[config.mk]
export PLATFORM = sky130hd
export DESIGN_NAME = gdrv_ctl
export DESIGN_NICKNAME = d
export VERILOG_FILES = /design/src/rtl/gdrv_ctl_pkg.sv /design/src/rtl/gdrv_ctl.sv /design/src/rtl/duty_meter.sv
export VERILOG_INCLUDE_DIRS = /design/src /design/src/rtl
export SDC_FILE = /design/constraint.sdc
export NUM_CORES = 1
export LEC_CHECK = 0
export ABC_CLOCK_PERIOD_IN_PS = 45200
export BUFFER_PORTS_ARGS = -buffer_cell sky130_fd_sc_hd__buf_2
export CAP_MARGIN = 0
export CELL_PAD_IN_SITES_DETAIL_PLACEMENT = 0
export CELL_PAD_IN_SITES_GLOBAL_PLACEMENT = 2
export CORE_AREA = 3 3 187 189
export CTS_CLUSTER_DIAMETER = 50
export DETAILED_ROUTE_END_ITERATION = 8
export DIE_AREA = 0 0 190 192
export MAX_ROUTING_LAYER = met4
export PLACE_DENSITY = 0.8
export SLEW_MARGIN = 30
export SYNTH_ARGS = -nofsm -noshare
export SYNTH_HDL_FRONTEND = slang
export SYNTH_SLANG_ARGS = --single-unit
export TNS_END_PERCENT = 1
[constraint.sdc]
create_clock -name clk_i -period 45.2 [get_ports clk_i]
set_clock_uncertainty 0.05 [all_clocks]
set_input_delay 4.52 -clock clk_i [delete_from_list [all_inputs] [get_ports clk_i]]
set_output_delay 4.52 -clock clk_i [all_outputs]
set_load 0.01 [all_outputs]
[src/rtl/gdrv_ctl_defines.svh]
// Purpose: constants for the gate-driver host controller
// Assumes: 10 MHz clock (100 ns period)
// Notes: times kept in their own unit, cycle counts derived from them
`ifndef GDRV_CTL_DEFINES_SVH
`define GDRV_CTL_DEFINES_SVH
`define CLK_PERIOD_NS 100
// fault mute time and clear filter time, as seen by the controller
`define FAULT_MUTE_NS 2000
`define CLEAR_FILTER_NS 1000
// least times round up to whole cycles
`define FAULT_MUTE_CYC ((`FAULT_MUTE_NS + `CLK_PERIOD_NS - 1) / `CLK_PERIOD_NS)
`define CLEAR_FILTER_CYC ((`CLEAR_FILTER_NS + `CLK_PERIOD_NS - 1) / `CLK_PERIOD_NS)
// device deglitch: pulses below this are rejected, so every level is held longer
`define DEGLITCH_NS 40
`define DEGLITCH_CYC ((`DEGLITCH_NS + `CLK_PERIOD_NS - 1) / `CLK_PERIOD_NS)
// sensed-duty carrier 400 kHz, period 2500 ns
`define SENSE_PERIOD_NS 2500
`define SENSE_PERIOD_CYC (`SENSE_PERIOD_NS / `CLK_PERIOD_NS)
// duty figures in percent
`define DUTY_MIN_PCT 10
`define DUTY_MAX_PCT 88
`define CNT_W 8
`endif

[src/rtl/gdrv_ctl_pkg.sv]
// Purpose: types for the gate-driver host controller
// Assumes: nothing beyond the defines header
// Notes: gray-coded recovery states
package gdrv_ctl_pkg;
  typedef enum logic [1:0]
  {
    st_run = 2'b00,
    st_mute = 2'b01,
    st_clear = 2'b11,
    st_release = 2'b10
  } recov_e;
endpackage

[src/rtl/gdrv_ctl.sv]
// Purpose: controller driving an isolated gate driver through its pins
// Assumes: all pin inputs synchronous to clk_i; fault line already pulled up
// Notes: produces in+/in- and the enable/clear pin, recovers from latched faults,
//   and converts the sensed-duty pwm back into a voltage code
`timescale 1ns/1ns
`include "gdrv_ctl_defines.svh"
// Operation
// - controller sends clear pulse after fault (manual mode only; in auto reset it sends none and relies on the pwm off-time)
// - clear pulse held low past filter time
// - auto reset ties in+ to enable
// - inverting auto reset needs inverted pwm
// - pwm off-time exceeds clear filter time
module gdrv_ctl
#(
  parameter int unsigned MUTE_CYC = `FAULT_MUTE_CYC,
  parameter int unsigned FILTER_CYC = `CLEAR_FILTER_CYC
)
(
  // clock and reset
  input wire logic clk_i,
  input wire logic reset_i,
  // user side
  input wire logic drive_req_i,
  input wire logic enable_req_i,
  input wire logic auto_reset_i,
  input wire logic invert_mode_i,
  input wire logic peer_on_i,
  output logic fault_seen_o,
  output logic recovering_o,
  output logic [6:0] sense_duty_o,
  output logic [15:0] sense_mv_o,
  output logic sense_valid_o,
  // driver pins
  output logic in_pos_o,
  output logic in_neg_o,
  output logic enable_clear_o,
  output logic enable_clear_oe_o,
  input wire logic fault_alarm_n_i,
  input wire logic sensed_duty_output_i
);
  typedef struct packed
  {
    gdrv_ctl_pkg::recov_e st;
    logic [`CNT_W-1:0] cnt;
    logic [`CNT_W-1:0] hold;
    logic in_pos;
    logic in_neg;
    logic en;
    logic fault;
    logic [15:0] mv;
    logic [6:0] duty;
    logic valid;
  } ctl_s;
  ctl_s s_r;
  ctl_s s_nxt;
  logic [6:0] duty_w;
  logic duty_valid_w;
  logic want_pos;
  logic want_neg;
  logic want_en;
  logic [6:0] duty_cl;

  // sensed-duty pin decoded to percent
  duty_meter u_meter
  (
    .clk_i(clk_i),
    .reset_i(reset_i),
    .duty_pin_i(sensed_duty_output_i),
    .duty_pct_o(duty_w),
    .duty_valid_o(duty_valid_w)
  );

  // requested pin levels before the minimum-width guard
  always_comb
  begin
    // interlock: never ask for in+ while the peer leg is on
    want_pos = drive_req_i && !peer_on_i;
    // in- carries the peer pwm so the device interlock also guards it
    want_neg = peer_on_i;
    if (auto_reset_i)
    begin
      // enable follows the pwm; inverted when the device is driven on in-
      want_en = invert_mode_i ? !want_neg : want_pos;
    end
    else
    begin
      want_en = enable_req_i;
    end
  end

  // recovery sequencer, pin hold timer and sense conversion
  always_comb
  begin
    s_nxt = s_r;
    duty_cl = duty_w;
    if (s_r.hold != '0)
    begin
      s_nxt.hold = s_r.hold - `CNT_W'(1);
    end
    case (s_r.st)
      gdrv_ctl_pkg::st_run:
      begin
        // pins only change once the last level stood long enough, except in+ dropping on a fault
        if (s_r.hold == '0)
        begin
          if (want_pos != s_r.in_pos || want_neg != s_r.in_neg || want_en != s_r.en)
          begin
            s_nxt.hold = `CNT_W'(`DEGLITCH_CYC);
          end
          s_nxt.in_pos = want_pos;
          s_nxt.in_neg = want_neg;
          s_nxt.en = want_en;
        end
        if (!fault_alarm_n_i)
        begin
          // latched fault reported: stop driving; in manual mode wait out the mute time
          s_nxt.fault = 1'b1;
          s_nxt.in_pos = 1'b0;
          s_nxt.cnt = `CNT_W'(MUTE_CYC);
          if (!auto_reset_i)
          begin
            s_nxt.st = gdrv_ctl_pkg::st_mute;
          end
        end
        else
        begin
          s_nxt.fault = 1'b0;
        end
      end
      gdrv_ctl_pkg::st_mute:
      begin
        // clear would be ignored here, so it is not sent yet
        s_nxt.en = 1'b1;
        s_nxt.in_pos = 1'b0;
        if (s_r.cnt == '0)
        begin
          s_nxt.st = gdrv_ctl_pkg::st_clear;
          s_nxt.cnt = `CNT_W'(FILTER_CYC);
        end
        else
        begin
          s_nxt.cnt = s_r.cnt - `CNT_W'(1);
        end
      end
      gdrv_ctl_pkg::st_clear:
      begin
        // low pulse one cycle beyond the filter time for margin
        s_nxt.en = 1'b0;
        if (s_r.cnt == '0)
        begin
          s_nxt.st = gdrv_ctl_pkg::st_release;
        end
        else
        begin
          s_nxt.cnt = s_r.cnt - `CNT_W'(1);
        end
      end
      default:
      begin
        // release: back to run once the alarm line recovered
        s_nxt.en = 1'b1;
        if (fault_alarm_n_i)
        begin
          s_nxt.st = gdrv_ctl_pkg::st_run;
          s_nxt.fault = 1'b0;
          s_nxt.hold = `CNT_W'(`DEGLITCH_CYC);
        end
        else
        begin
          // clear did not take; mute again and retry
          s_nxt.st = gdrv_ctl_pkg::st_mute;
          s_nxt.cnt = `CNT_W'(MUTE_CYC);
        end
      end
    endcase
    // auto reset relies on off-time longer than the filter; nothing to sequence
    // duty to millivolts: v = (100 - d) / 20 volts = (100 - d) * 50 mV
    if (duty_cl < 7'(`DUTY_MIN_PCT))
    begin
      duty_cl = 7'(`DUTY_MIN_PCT);
    end
    else if (duty_cl > 7'(`DUTY_MAX_PCT))
    begin
      duty_cl = 7'(`DUTY_MAX_PCT);
    end
    s_nxt.valid = duty_valid_w;
    if (duty_valid_w)
    begin
      s_nxt.duty = duty_cl;
      s_nxt.mv = 16'((7'd100 - duty_cl) * 16'd50);
    end
  end

  // state register; enable pin driven low at reset, matching the pulldown
  always_ff @(posedge clk_i)
  begin
    if (reset_i)
    begin
      s_r <= '0;
    end
    else
    begin
      s_r <= s_nxt;
    end
  end

  assign in_pos_o = s_r.in_pos;
  assign in_neg_o = s_r.in_neg;
  assign enable_clear_o = s_r.en;
  // the pin is always actively driven from the controller side
  assign enable_clear_oe_o = 1'b1;
  assign fault_seen_o = s_r.fault;
  assign recovering_o = s_r.st != gdrv_ctl_pkg::st_run;
  assign sense_duty_o = s_r.duty;
  assign sense_mv_o = s_r.mv;
  assign sense_valid_o = s_r.valid;

  // never both drive inputs high from this side
  chk_no_both_high: assert property (@(posedge clk_i) disable iff (reset_i)
    !(in_pos_o && in_neg_o))
    else $error("in+ and in- both high");
  // no clear pulse during the mute interval
  chk_mute_no_clear: assert property (@(posedge clk_i) disable iff (reset_i)
    s_r.st == gdrv_ctl_pkg::st_mute |=> enable_clear_o || s_r.st != gdrv_ctl_pkg::st_mute)
    else $error("clear sent during mute");
  // the pin drops one cycle after entering clear, then stays low on every counted
  // filter cycle; a counter bound keeps this cheap whatever the filter length
  chk_clear_width: assert property (@(posedge clk_i) disable iff (reset_i)
    s_r.st == gdrv_ctl_pkg::st_clear && s_r.cnt != `CNT_W'(FILTER_CYC)
    |-> !enable_clear_o)
    else $error("clear pulse too short");
  // fault alarm stops in+ next cycle
  chk_fault_stops: assert property (@(posedge clk_i) disable iff (reset_i)
    !fault_alarm_n_i |=> !in_pos_o)
    else $error("in+ kept high after fault");
  // manual fault enters the mute state
  chk_fault_mute: assert property (@(posedge clk_i) disable iff (reset_i)
    s_r.st == gdrv_ctl_pkg::st_run && !fault_alarm_n_i && !auto_reset_i
    |=> s_r.st == gdrv_ctl_pkg::st_mute)
    else $error("fault did not start recovery");
  // mute ends in clear within 300 cycles
  chk_mute_len: assert property (@(posedge clk_i) disable iff (reset_i)
    $rose(s_r.st == gdrv_ctl_pkg::st_mute) |-> ##[1:300] s_r.st == gdrv_ctl_pkg::st_clear)
    else $error("mute did not end");
  // an in+ rise holds for the deglitch width
  chk_pin_hold: assert property (@(posedge clk_i) disable iff (reset_i)
    s_r.st == gdrv_ctl_pkg::st_run && $changed(in_pos_o) && !$fell(in_pos_o)
    |=> $stable(in_pos_o) || !fault_alarm_n_i)
    else $error("in+ pulse below deglitch width");
  // sense value stays in the documented voltage range
  chk_sense_range: assert property (@(posedge clk_i) disable iff (reset_i)
    sense_valid_o |-> sense_mv_o >= 16'h0258 && sense_mv_o <= 16'h1194)
    else $error("sense voltage out of range");
  // auto mode: enable follows in+
  chk_auto_en: assert property (@(posedge clk_i) disable iff (reset_i)
    s_r.st == gdrv_ctl_pkg::st_run && auto_reset_i && !invert_mode_i
    && fault_alarm_n_i |-> enable_clear_o == in_pos_o)
    else $error("auto enable mismatch");

  cov_fault_recover: cover property (@(posedge clk_i) disable iff (reset_i)
    s_r.st == gdrv_ctl_pkg::st_release ##1 s_r.st == gdrv_ctl_pkg::st_run);
  cov_drive: cover property (@(posedge clk_i) disable iff (reset_i) $rose(in_pos_o));
  cov_sense: cover property (@(posedge clk_i) disable iff (reset_i) sense_valid_o);
  cov_auto: cover property (@(posedge clk_i) disable iff (reset_i)
    auto_reset_i && !fault_alarm_n_i);
endmodule

[src/rtl/duty_meter.sv]
// Purpose: measures high time and period of the sensed-duty pin
// Assumes: pin synchronous to clk_i
// Notes: result is duty in percent, updated once per carrier period
`timescale 1ns/1ns
`include "gdrv_ctl_defines.svh"
module duty_meter
(
  // clock and reset
  input wire logic clk_i,
  input wire logic reset_i,
  // sensed pwm pin
  input wire logic duty_pin_i,
  // result
  output logic [6:0] duty_pct_o,
  output logic duty_valid_o
);
  typedef struct packed
  {
    logic prev;
    logic [7:0] high_cnt;
    logic [7:0] per_cnt;
    logic [6:0] duty;
    logic valid;
  } meter_s;
  meter_s s_r;
  meter_s s_nxt;
  logic [15:0] scaled;

  // a rising edge closes one period; duty = 100 * high / period
  always_comb
  begin
    s_nxt = s_r;
    scaled = 16'h0000;
    s_nxt.prev = duty_pin_i;
    s_nxt.valid = 1'b0;
    if (duty_pin_i && !s_r.prev && s_r.per_cnt != 8'h00)
    begin
      // period measured rather than assumed, so a drifting carrier still scales right
      scaled = 16'((s_r.high_cnt * 16'd100) / s_r.per_cnt);
      s_nxt.duty = scaled[6:0];
      s_nxt.valid = 1'b1;
      s_nxt.per_cnt = 8'h01;
      s_nxt.high_cnt = 8'h01;
    end
    else
    begin
      // saturate so a stuck pin cannot wrap the counters
      if (s_r.per_cnt != 8'hff)
      begin
        s_nxt.per_cnt = s_r.per_cnt + 8'h01;
      end
      if (duty_pin_i && s_r.high_cnt != 8'hff)
      begin
        s_nxt.high_cnt = s_r.high_cnt + 8'h01;
      end
    end
  end

  // state register
  always_ff @(posedge clk_i)
  begin
    if (reset_i)
    begin
      s_r <= '0;
    end
    else
    begin
      s_r <= s_nxt;
    end
  end

  assign duty_pct_o = s_r.duty;
  assign duty_valid_o = s_r.valid;
endmodule

==> reports/metrics.yaml, run 1 <==
synth:
  synth_top_family_by_area: "compound AO/OA/AOI/OAI gates"
  syn_inst: 1707
  synth_most_common_cell: "nor2_1"
  yosys.area_share.simple: 0.249
  ys.flop_type: "dfxtp_1"
  syn_avg_cell_area_sq_um: 7.60
  async_flop_share: 0
  synth.distinct_cells: 127
  synth_fa_ha_area_frac: 0.172
  ys.warnings.count: 0
  ys_seq_area_frac: 0.107
  synth_seq_cells: 69
  synth_common_cells: "nor2_1, ha_1, a21oi_1"
  synthMuxAreaShare: 0.0592
  synth_xor_area_frac: 0.0843
  synth_compound_area_frac: 0.268
  synth_top_area_share: 0.154
  synth_area_leader_cell: "ha_1"
  synth_edf_count: 0
  syn-cell-area_sq_um: 13000
  ys_top_cells_by_area: "ha_1, dfxtp_1, nor2_1"
critical_path:
  path_class: "flop to flop"
  required_ps: 45350
  crit_family: "compound AO/OA/AOI/OAI gates"
  crit_buf_inv: 4
  reg2reg_from: "u_meter.s_r[18]"
  worstSetupStartpoint: "u_meter.s_r[18]"
  crit_path_start_kind: "flop"
  slowest_stage: "fa_1"
  end_kind: "flop"
  cp_max_fo: 19
  path_common_cell: "a21oi_1"
  critPathArrivalTime_ps: 41220
  slowest_delay_ps: 720
global_route:
  grt-busiest-layer: "met2"
  overflow: 0
  grt_max_degree: 49
  grt_pass1_wl_um: 61800
  track_usage: 0.210
  grt_pass1_vias: 11800
  met2_usage: 0.333
  met3_usage: 0.0223
  use_met1: 0.292
  grt_antenna_before_repair: 0
drt:
  routed-via-count: 12400
  wirelength_um: 38200
  drt_pass1_iterations: 5
  drc_errors: 0
  routedWlPerCell_um: 17.8
  via_per_inst: 5.78
  ant_nets: 0
  drtIter0Drc: 717
placement:
  routabilityCongestion: 0.876
  place_worst_setup_slack_ps: 4510
  dpl.hpwl_um: 30100
  io_buffers: 36
sta:
  hold_violations: 0
  fin_crit_sh: 0.909
  setup_ws_ps: 4130
  clock.fmax_mhz: 24.3
  grt_setup_unrepaired: "no"
  tns_ps: 0
  period_needed_ps: 41070
  setup_viol: 0
  max_slew_margin: 0.378
  tightestPinTransition_ps: 924
  finalMaxSlewViolations: 0
cts:
  cts-buffers-inserted: 9
  clk_pin_slew_worst_paths_ps: 60
  root_buffer: "clkbuf_16"
  cts_num_sinks: 69
  cts_tree: "built"
  insertion_delay_ps: 340
  post_cts_buffers: 0
  cts_buffer_depth: 2
  htree_levels: 3
outcome:
  status: "finished, final reports clean"
run:
  cap_violations: 0
die:
  initial_core_util: 0.388
  coreArea_sq_um: 33400
  placementRows: 67
  fp.dieW_um: 190
  ios: 39
  die_h_um: 192
  die_area_sq_um: 36500
layout:
  syn2layout_area_growth_pct: 5.47
  final_net_count: 1877
  drive_gt1_frac: 0.0969
  antennaDiodeCount: 0
hold_path:
  worstHoldStart: "sense_mv_o[15]"
  hold_class: "flop to flop"
==> metrics by stage <==
step	hold WS, ps	std cells	util	cell area [sq um]
CTS	411	2150	0.409	13700
floorplan	391	1714	-	13000
global route	441	2150	0.409	13700
detailed placement	403	2134	0.398	13300
global placement	395	2134	0.398	13300
finish	406	2150	0.409	13700
==> what timing repair did <==
item                                   in CTS  in global routing
endpoints found under the hold margin       0                  0
gates resized for setup                     0                  1
hold buffers                                0                  0
setup endpoints to repair                   0                  1
==> cell usage in the layout (no fill, tap or decap), types with 5 or more instances in the layout <==
cell type and n:
nor2b_1 21, mux2i_1 37, o211ai_1 17, xnor2_1 77, nand4_1 22, nand2_1 115, mux2_2 27, a211o_1 5
or2_2 7, mux2_1 7, o211a_1 7, o31ai_1 16, ha_1 160, or3_1 21, buf_2 36, xor2_1 46
nor2_1 200, o21ai_1 7, and3_1 17, and4_1 6, a21o_1 51, o21bai_1 7, and2_1 15, a21oi_1 132
inv_1 61, dfxtp_1 69, clkbuf_16 9, a31oi_1 16, nand2b_1 34, nor4_1 14, conb_1 9, buf_4 12
o21ai_0 81, fa_1 11, a211oi_1 25, nand3_1 52, nor3_1 64, o21a_1 35
==> registers in the layout (all words and copies together) (netlist names) <==
signal                cells
in_pos_o                  1
sense_duty_o              7
enable_clear_o            1
u_meter.duty_valid_o      1
in_neg_o                  1
s_r                      18
sense_valid_o             1
u_meter.s_r              17
sense_mv_o               14
fault_seen_o              1
u_meter.duty_pct_o        7
==> cells by family after synthesis <==
| family | Yosys count |
|---|---|
| AO/OA/AOI/OAI | 490 |
| XOR/XNOR | 124 |
| adder cells (fa/ha/maj) | 172 |
| buffers and inverters | 142 |
| flip-flops | 69 |
| multiplexers | 72 |
| other | 2 |
| AND/OR/NAND/NOR | 636 |
==> worst register-to-register path, delay by kind of cell (launching register included) <==
family,cells,cell delay (ps)
xor+xnor,3,450
buf+inv,4,880
fa+ha+maj,19,6220
flops,1,670
compound gates,94,20410
simple gates,62,11790
mux,2,450
==> worst paths after layout <==
| path | to | slack [ps] | cells past startpoint |
|---|---|---|---|
| min reg2reg | sense_mv_o[15] | 410 | 2 |
| min | sense_mv_o[15] | 410 | 2 |
| max reg2reg | u_meter.duty_pct_o[0] | 4130 | 184 |
| max | u_meter.duty_pct_o[0] | 4130 | 184 |
==> layout make-up <==
cell class | instances | area [sq um]
Inverter | 66 | 249
Tap cell | 448 | 561
Timing Repair Buffer | 48 | 270
Fill cell | 3478 | 19800
Multi-Input combinational cell | 1503 | 10800
Clock buffer | 9 | 225
Sequential cell | 69 | 1380
Clock inverter | 7 | 146
==> per-layer routing <==
layer | vias to the layer above | routed length [um] | part of all wire
met4 | 0 | 507 | 0.013
met2 | 255 | 17000 | 0.44
met3 | 43 | 1440 | 0.038
li1 | 6258 | - | -
met5 | - | 0 | 0
met1 | 5870 | 19300 | 0.50
Power of run 1 is left out: the tool's default activity adds up to more than one toggle a clock period on the data nets, which glitch-free logic cannot reach.
==> run 2, diff against run 1 <==
--- a/config.mk
+++ b/config.mk
@@ -15,6 +15,7 @@
 export CTS_CLUSTER_DIAMETER = 50
 export DETAILED_ROUTE_END_ITERATION = 8
 export DIE_AREA = 0 0 190 192
+export GPL_TIMING_DRIVEN = 0
 export MAX_ROUTING_LAYER = met4
 export PLACE_DENSITY = 0.8
 export SLEW_MARGIN = 30
==> reports/metrics.yaml, run 2 (same netlist as run 1, synthesis figures left out) <==
layout:
  final_common_cell: "nor2_1"
  final_cell_count_no_fill: 2213  # +2.9%
  drive_gt1_frac: 0.118  # +0.0215
  regMostFlops: "s_r"
  regArea_sq_um: 1380  # unchanged
  final_cell_mix: "nor2_1, ha_1, a21oi_1"
  top_regs: "s_r x18, u_meter.s_r x17, sense_mv_o x14"
  fin_area_sq_um: 14100  # +2.8%
  largest_reg_flops: 18  # unchanged
  syn2layout_area_growth_pct: 8.38
  antennaDiodeCount: 0  # unchanged
  n_fill_cell: 3474  # -0.12%
  final_net_count: 1940  # +3.4%
  multiInputGateArea_sq_um: 10800  # about the same
cts:
  insertion_delay_ps: 340  # about the same
  ctsHoldBuffers: 0  # unchanged
  cts_tree: "built"
  cts_num_sinks: 69  # unchanged
  cts_buffer_depth: 2  # unchanged
  cts-buffers-inserted: 9  # unchanged
  root_buffer: "clkbuf_16"
  htree_levels: 3  # unchanged
  clk_pin_slew_worst_paths_ps: 60  # about the same
critical_path:
  end_kind: "flop"
  crit_path_start_kind: "flop"
  r2r-end: "u_meter.duty_pct_o[0]"
  slowest_stage: "o32ai_2"
  critPathArrivalTime_ps: 41430  # +210 ps
  reg2reg_from: "u_meter.s_r[18]"
  reg2reg_setup_slack_ps: 3920  # -200 ps
  required_ps: 45350  # about the same
  cp_max_fo: 16  # -3
  r2r.worst_path.cells: 200  # +8.7%
  path_common_cell: "a21oi_1"
  worstSetupStartpoint: "u_meter.s_r[18]"
  slowest_delay_ps: 570  # -150 ps
  path_class: "flop to flop"
hold_path:
  hold_class: "flop to flop"
  min_to: "sense_mv_o[14]"
  worstHoldStart: "sense_mv_o[14]"
  hold_path_depth: 2  # unchanged
sta:
  finalMaxSlewViolations: 0  # unchanged
  grt_setup_unrepaired: "no"
  hold_slack_ps: 413  # +7.13 ps
  setup_viol: 0  # unchanged
  period_needed_ps: 41280  # +205 ps
  tns_ps: 0  # unchanged
  tightestPinTransition_ps: 941  # +17.0 ps
  max_slew_margin: 0.372  # -0.00677
  clock.fmax_mhz: 24.2  # -0.50%
  hold_violations: 0  # unchanged
  fin_crit_sh: 0.913  # +0.00453
die:
  die_h_um: 192  # unchanged
  fp.dieW_um: 190  # unchanged
  die_area_sq_um: 36500  # unchanged
  coreArea_sq_um: 33400  # unchanged
  ios: 39  # unchanged
  initial_core_util: 0.388  # unchanged
  placementRows: 67  # unchanged
global_route:
  overflow: 0  # unchanged
  grt_pass1_wl_um: 62000  # +0.33%
  track_usage: 0.211  # +0.000785
  grt_antenna_before_repair: 0  # unchanged
  grt_pass1_vias: 12000  # +1.9%
  grt_max_degree: 18  # -63%
drt:
  drt_pass1_iterations: 5  # unchanged
  ant_nets: 0  # unchanged
  wirelength_um: 37900  # -0.78%
  drtIter0Drc: 703  # -2.0%
  routed-via-count: 12500  # +0.92%
  drc_errors: 0  # unchanged
  routedWlPerCell_um: 17.1  # -3.6%
  via_per_inst: 5.67  # -2.0%
placement:
  placed_area_sq_um: 13700  # +3.2%
  dp.cells: 2198  # +3.0%
  io_buffers: 36  # unchanged
  dpl.hpwl_um: 30400  # +1.0%
  routabilityCongestion: 0.871  # -0.64%
run:
  cap_violations: 0  # unchanged
outcome:
  status: "finished, final reports clean"
## run 2: metrics by stage
step                setup slack, ps   util
global route                   26.1  0.420
CTS                            2610  0.420
detailed placement             2850  0.411
floorplan                     10180      -
global placement               3070  0.411
finish                         3920  0.420
## run 2: repair_timing
action | CTS | global route
gates resized for setup | 0 | 8
endpoints found under the setup margin | 0 | 1
buffers inserted | 0 | 0
## run 2: worst max path at each step
stage / to / slack (ps) / cells past startpoint
6_report: u_meter.duty_pct_o[0] / 3920 / 200
2_1_floorplan: u_meter.duty_pct_o[0] / 10180 / 201
3_5_place_dp: u_meter.duty_pct_o[0] / 2850 / 194
4_1_cts: u_meter.duty_pct_o[0] / 2610 / 194
3_3_place_gp: u_meter.duty_pct_o[0] / 3070 / 197
5_1_grt: u_meter.duty_pct_o[0] / 30 / 200
## run 2: worst max-delay path, delay by kind of cell (launching register included)
family | cells | cell delay [ps]
AOI/OAI and AO/OA | 94 | 19830
xor gates and xnor gates | 4 | 770
adders and majority gates | 20 | 6140
buffers and inverters | 19 | 3930
DFF | 1 | 390
muxes | 2 | 460
and+or+nand+nor | 61 | 9480
## run 2: layout make-up
type | instances | share of cell area
clock inverter | 6 | 0.00498
buffer | 75 | 0.0377
tap | 448 | 0.0399
timing repair buffer | 36 | 0.0128
inverter | 66 | 0.0180
sequential | 69 | 0.0983
clock buffer | 10 | 0.0170
multi-input combinational | 1503 | 0.771
## run 2: metal layers
metal,routed length [um],track usage,vias up
met5,0,-,-
met1,19300,0.289,5936
met4,534,0.0418,0
li1,-,-,6376
met2,17000,0.343,194
met3,1030,0.0170,34
Power of run 2 is left out for the same reason.
==> run 3, diff against run 2 <==
--- a/config.mk
+++ b/config.mk
@@ -11,13 +11,14 @@
 export CAP_MARGIN = 0
 export CELL_PAD_IN_SITES_DETAIL_PLACEMENT = 0
 export CELL_PAD_IN_SITES_GLOBAL_PLACEMENT = 2
-export CORE_AREA = 3 3 187 189
+export CORE_AREA = 3 3 185 187
+export CTS_BUF_LIST = sky130_fd_sc_hd__clkbuf_8
 export CTS_CLUSTER_DIAMETER = 50
 export DETAILED_ROUTE_END_ITERATION = 8
-export DIE_AREA = 0 0 190 192
+export DIE_AREA = 0 0 188 190
 export GPL_TIMING_DRIVEN = 0
 export MAX_ROUTING_LAYER = met4
-export PLACE_DENSITY = 0.8
+export PLACE_DENSITY = 0.82
 export SLEW_MARGIN = 30
 export SYNTH_ARGS = -nofsm -noshare
 export SYNTH_HDL_FRONTEND = slang
==> reports/metrics.yaml, run 3 (same netlist as run 1, synthesis figures left out) <==
critical_path:
  slowest_stage: "o32ai_2"
  crit_path_start_kind: "flop"
  r2r.worst_path.cells: 200  # unchanged
  path_common_cell: "a21oi_1"
  r2r-end: "u_meter.duty_pct_o[0]"
  cp_max_fo: 10  # -6
  slowest_delay_ps: 580  # about the same
  reg2reg_from: "u_meter.s_r[18]"
  critPathArrivalTime_ps: 41730  # +300 ps
  reg2reg_setup_slack_ps: 3640  # -280 ps
  required_ps: 45370  # +20 ps
  end_kind: "flop"
  path_class: "flop to flop"
die:
  fp.dieW_um: 188  # -1.1%
  initial_core_util: 0.398  # +0.00986
  coreArea_sq_um: 32600  # -2.5%
  die_h_um: 190  # -1.0%
  placementRows: 66  # -1.5%
  ios: 39  # unchanged
  die_area_sq_um: 35700  # -2.1%
hold_path:
  hold_path_depth: 2  # unchanged
  hold_class: "flop to flop"
  min_to: "sense_mv_o[14]"
  worstHoldStart: "sense_mv_o[14]"
placement:
  dpl.hpwl_um: 30000  # -1.1%
  routabilityCongestion: 0.876  # +0.56%
  io_buffers: 36  # unchanged
layout:
  final_cell_mix: "nor2_1, ha_1, a21oi_1"
  regMostFlops: "s_r"
  syn2layout_area_growth_pct: 7.53
  antennaDiodeCount: 0  # unchanged
  multiInputGateArea_sq_um: 10800  # about the same
  n_fill_cell: 3423  # -1.5%
  final_net_count: 1941  # +0.052%
  top_regs: "s_r x18, u_meter.s_r x17, sense_mv_o x14"
  largest_reg_flops: 18  # unchanged
  final_common_cell: "nor2_1"
  drive_gt1_frac: 0.118  # -0.000633
  regArea_sq_um: 1380  # unchanged
sta:
  clock.fmax_mhz: 24.1  # -0.68%
  setup_viol: 0  # unchanged
  hold_violations: 0  # unchanged
  tightestPinTransition_ps: 958  # +16.7 ps
  fin_crit_sh: 0.920  # +0.00627
  max_slew_margin: 0.361  # -0.0111
  finalMaxSlewViolations: 0  # unchanged
  tns_ps: 0  # unchanged
  grt_setup_unrepaired: "no"
  period_needed_ps: 41560  # +283 ps
global_route:
  overflow: 0  # unchanged
  grt_max_degree: 18  # unchanged
  grt_antenna_before_repair: 0  # unchanged
  grt_pass1_vias: 11800  # -1.6%
  grt_pass1_wl_um: 61300  # -1.0%
  track_usage: 0.211  # about the same
drt:
  routedWlPerCell_um: 17.0  # -1.0%
  drtIter0Drc: 630  # -10%
  drt_pass1_iterations: 5  # unchanged
  wirelength_um: 37400  # -1.2%
  routed-via-count: 12400  # -1.0%
  drc_errors: 0  # unchanged
  ant_nets: 0  # unchanged
  via_per_inst: 5.62  # -0.82%
cts:
  cts_tree: "built"
  ctsHoldBuffers: 0  # unchanged
  clk_pin_slew_worst_paths_ps: 80  # +20 ps
  htree_levels: 3  # unchanged
  root_buffer: "clkbuf_8"
  cts_num_sinks: 69  # unchanged
  cts-buffers-inserted: 9  # unchanged
  post_cts_buffers: 0  # unchanged
  insertion_delay_ps: 360  # +20 ps
  cts_buffer_depth: 2  # unchanged
  cts_resized: 0  # unchanged
outcome:
  status: "finished, final reports clean"
run:
  cap_violations: 0  # unchanged
[run 3: how the worst max path moves through the flow]
stage / to / from / depth (start not counted)
2_1_floorplan: u_meter.duty_pct_o[0] / u_meter.s_r[18] / 201
3_3_place_gp: u_meter.duty_pct_o[0] / u_meter.s_r[18] / 200
3_5_place_dp: u_meter.duty_pct_o[0] / u_meter.s_r[18] / 195
4_1_cts: u_meter.duty_pct_o[0] / u_meter.s_r[18] / 195
5_1_grt: u_meter.duty_pct_o[0] / u_meter.s_r[18] / 201
6_report: u_meter.duty_pct_o[0] / u_meter.s_r[18] / 200
[run 3: cell type report]
class | instances | area share
Multi-Input combinational cell | 1503 | 0.778
Sequential cell | 69 | 0.0991
Tap cell | 442 | 0.0397
Buffer | 76 | 0.0383
Inverter | 66 | 0.0179
Timing Repair Buffer | 36 | 0.0129
Clock buffer | 10 | 0.00987
Clock inverter | 6 | 0.00458
[run 3: through the flow]
| stage | util | std cells | worst slack (ps) | area [sq um] | hold WS (ps) |
|---|---|---|---|---|---|
| 5_1_grt | 0.428 | 2208 | 161 | 13900 | 438 |
| 6_report | 0.428 | 2208 | 3640 | 13900 | 412 |
| 3_5_place_dp | 0.421 | 2192 | 3040 | 13700 | 395 |
| 3_3_place_gp | 0.421 | 2192 | 3300 | 13700 | 396 |
| 2_1_floorplan | - | 1714 | 10180 | 13000 | 391 |
| 4_1_cts | 0.427 | 2208 | 2850 | 13900 | 412 |
[run 3: routing by layer]
layer | share of wire | GRT usage | vias up
li1 | - | - | 6376
met1 | 0.52 | 0.294 | 5819
met2 | 0.45 | 0.340 | 186
met3 | 0.024 | 0.0190 | 28
met4 | 0.010 | 0.0341 | 0
met5 | 0 | - | -
[run 3: worst max-delay path, delay by kind of cell, from the launching register on]
family	cells	cell delay, ps
AOI/OAI and AO/OA	94	19420
and+or+nand+nor	61	9690
adders and majority gates	20	6290
buffers and inverters	20	4390
xor gates and xnor gates	3	590
muxes	2	470
DFF	1	410
Power of run 3 is left out for the same reason.
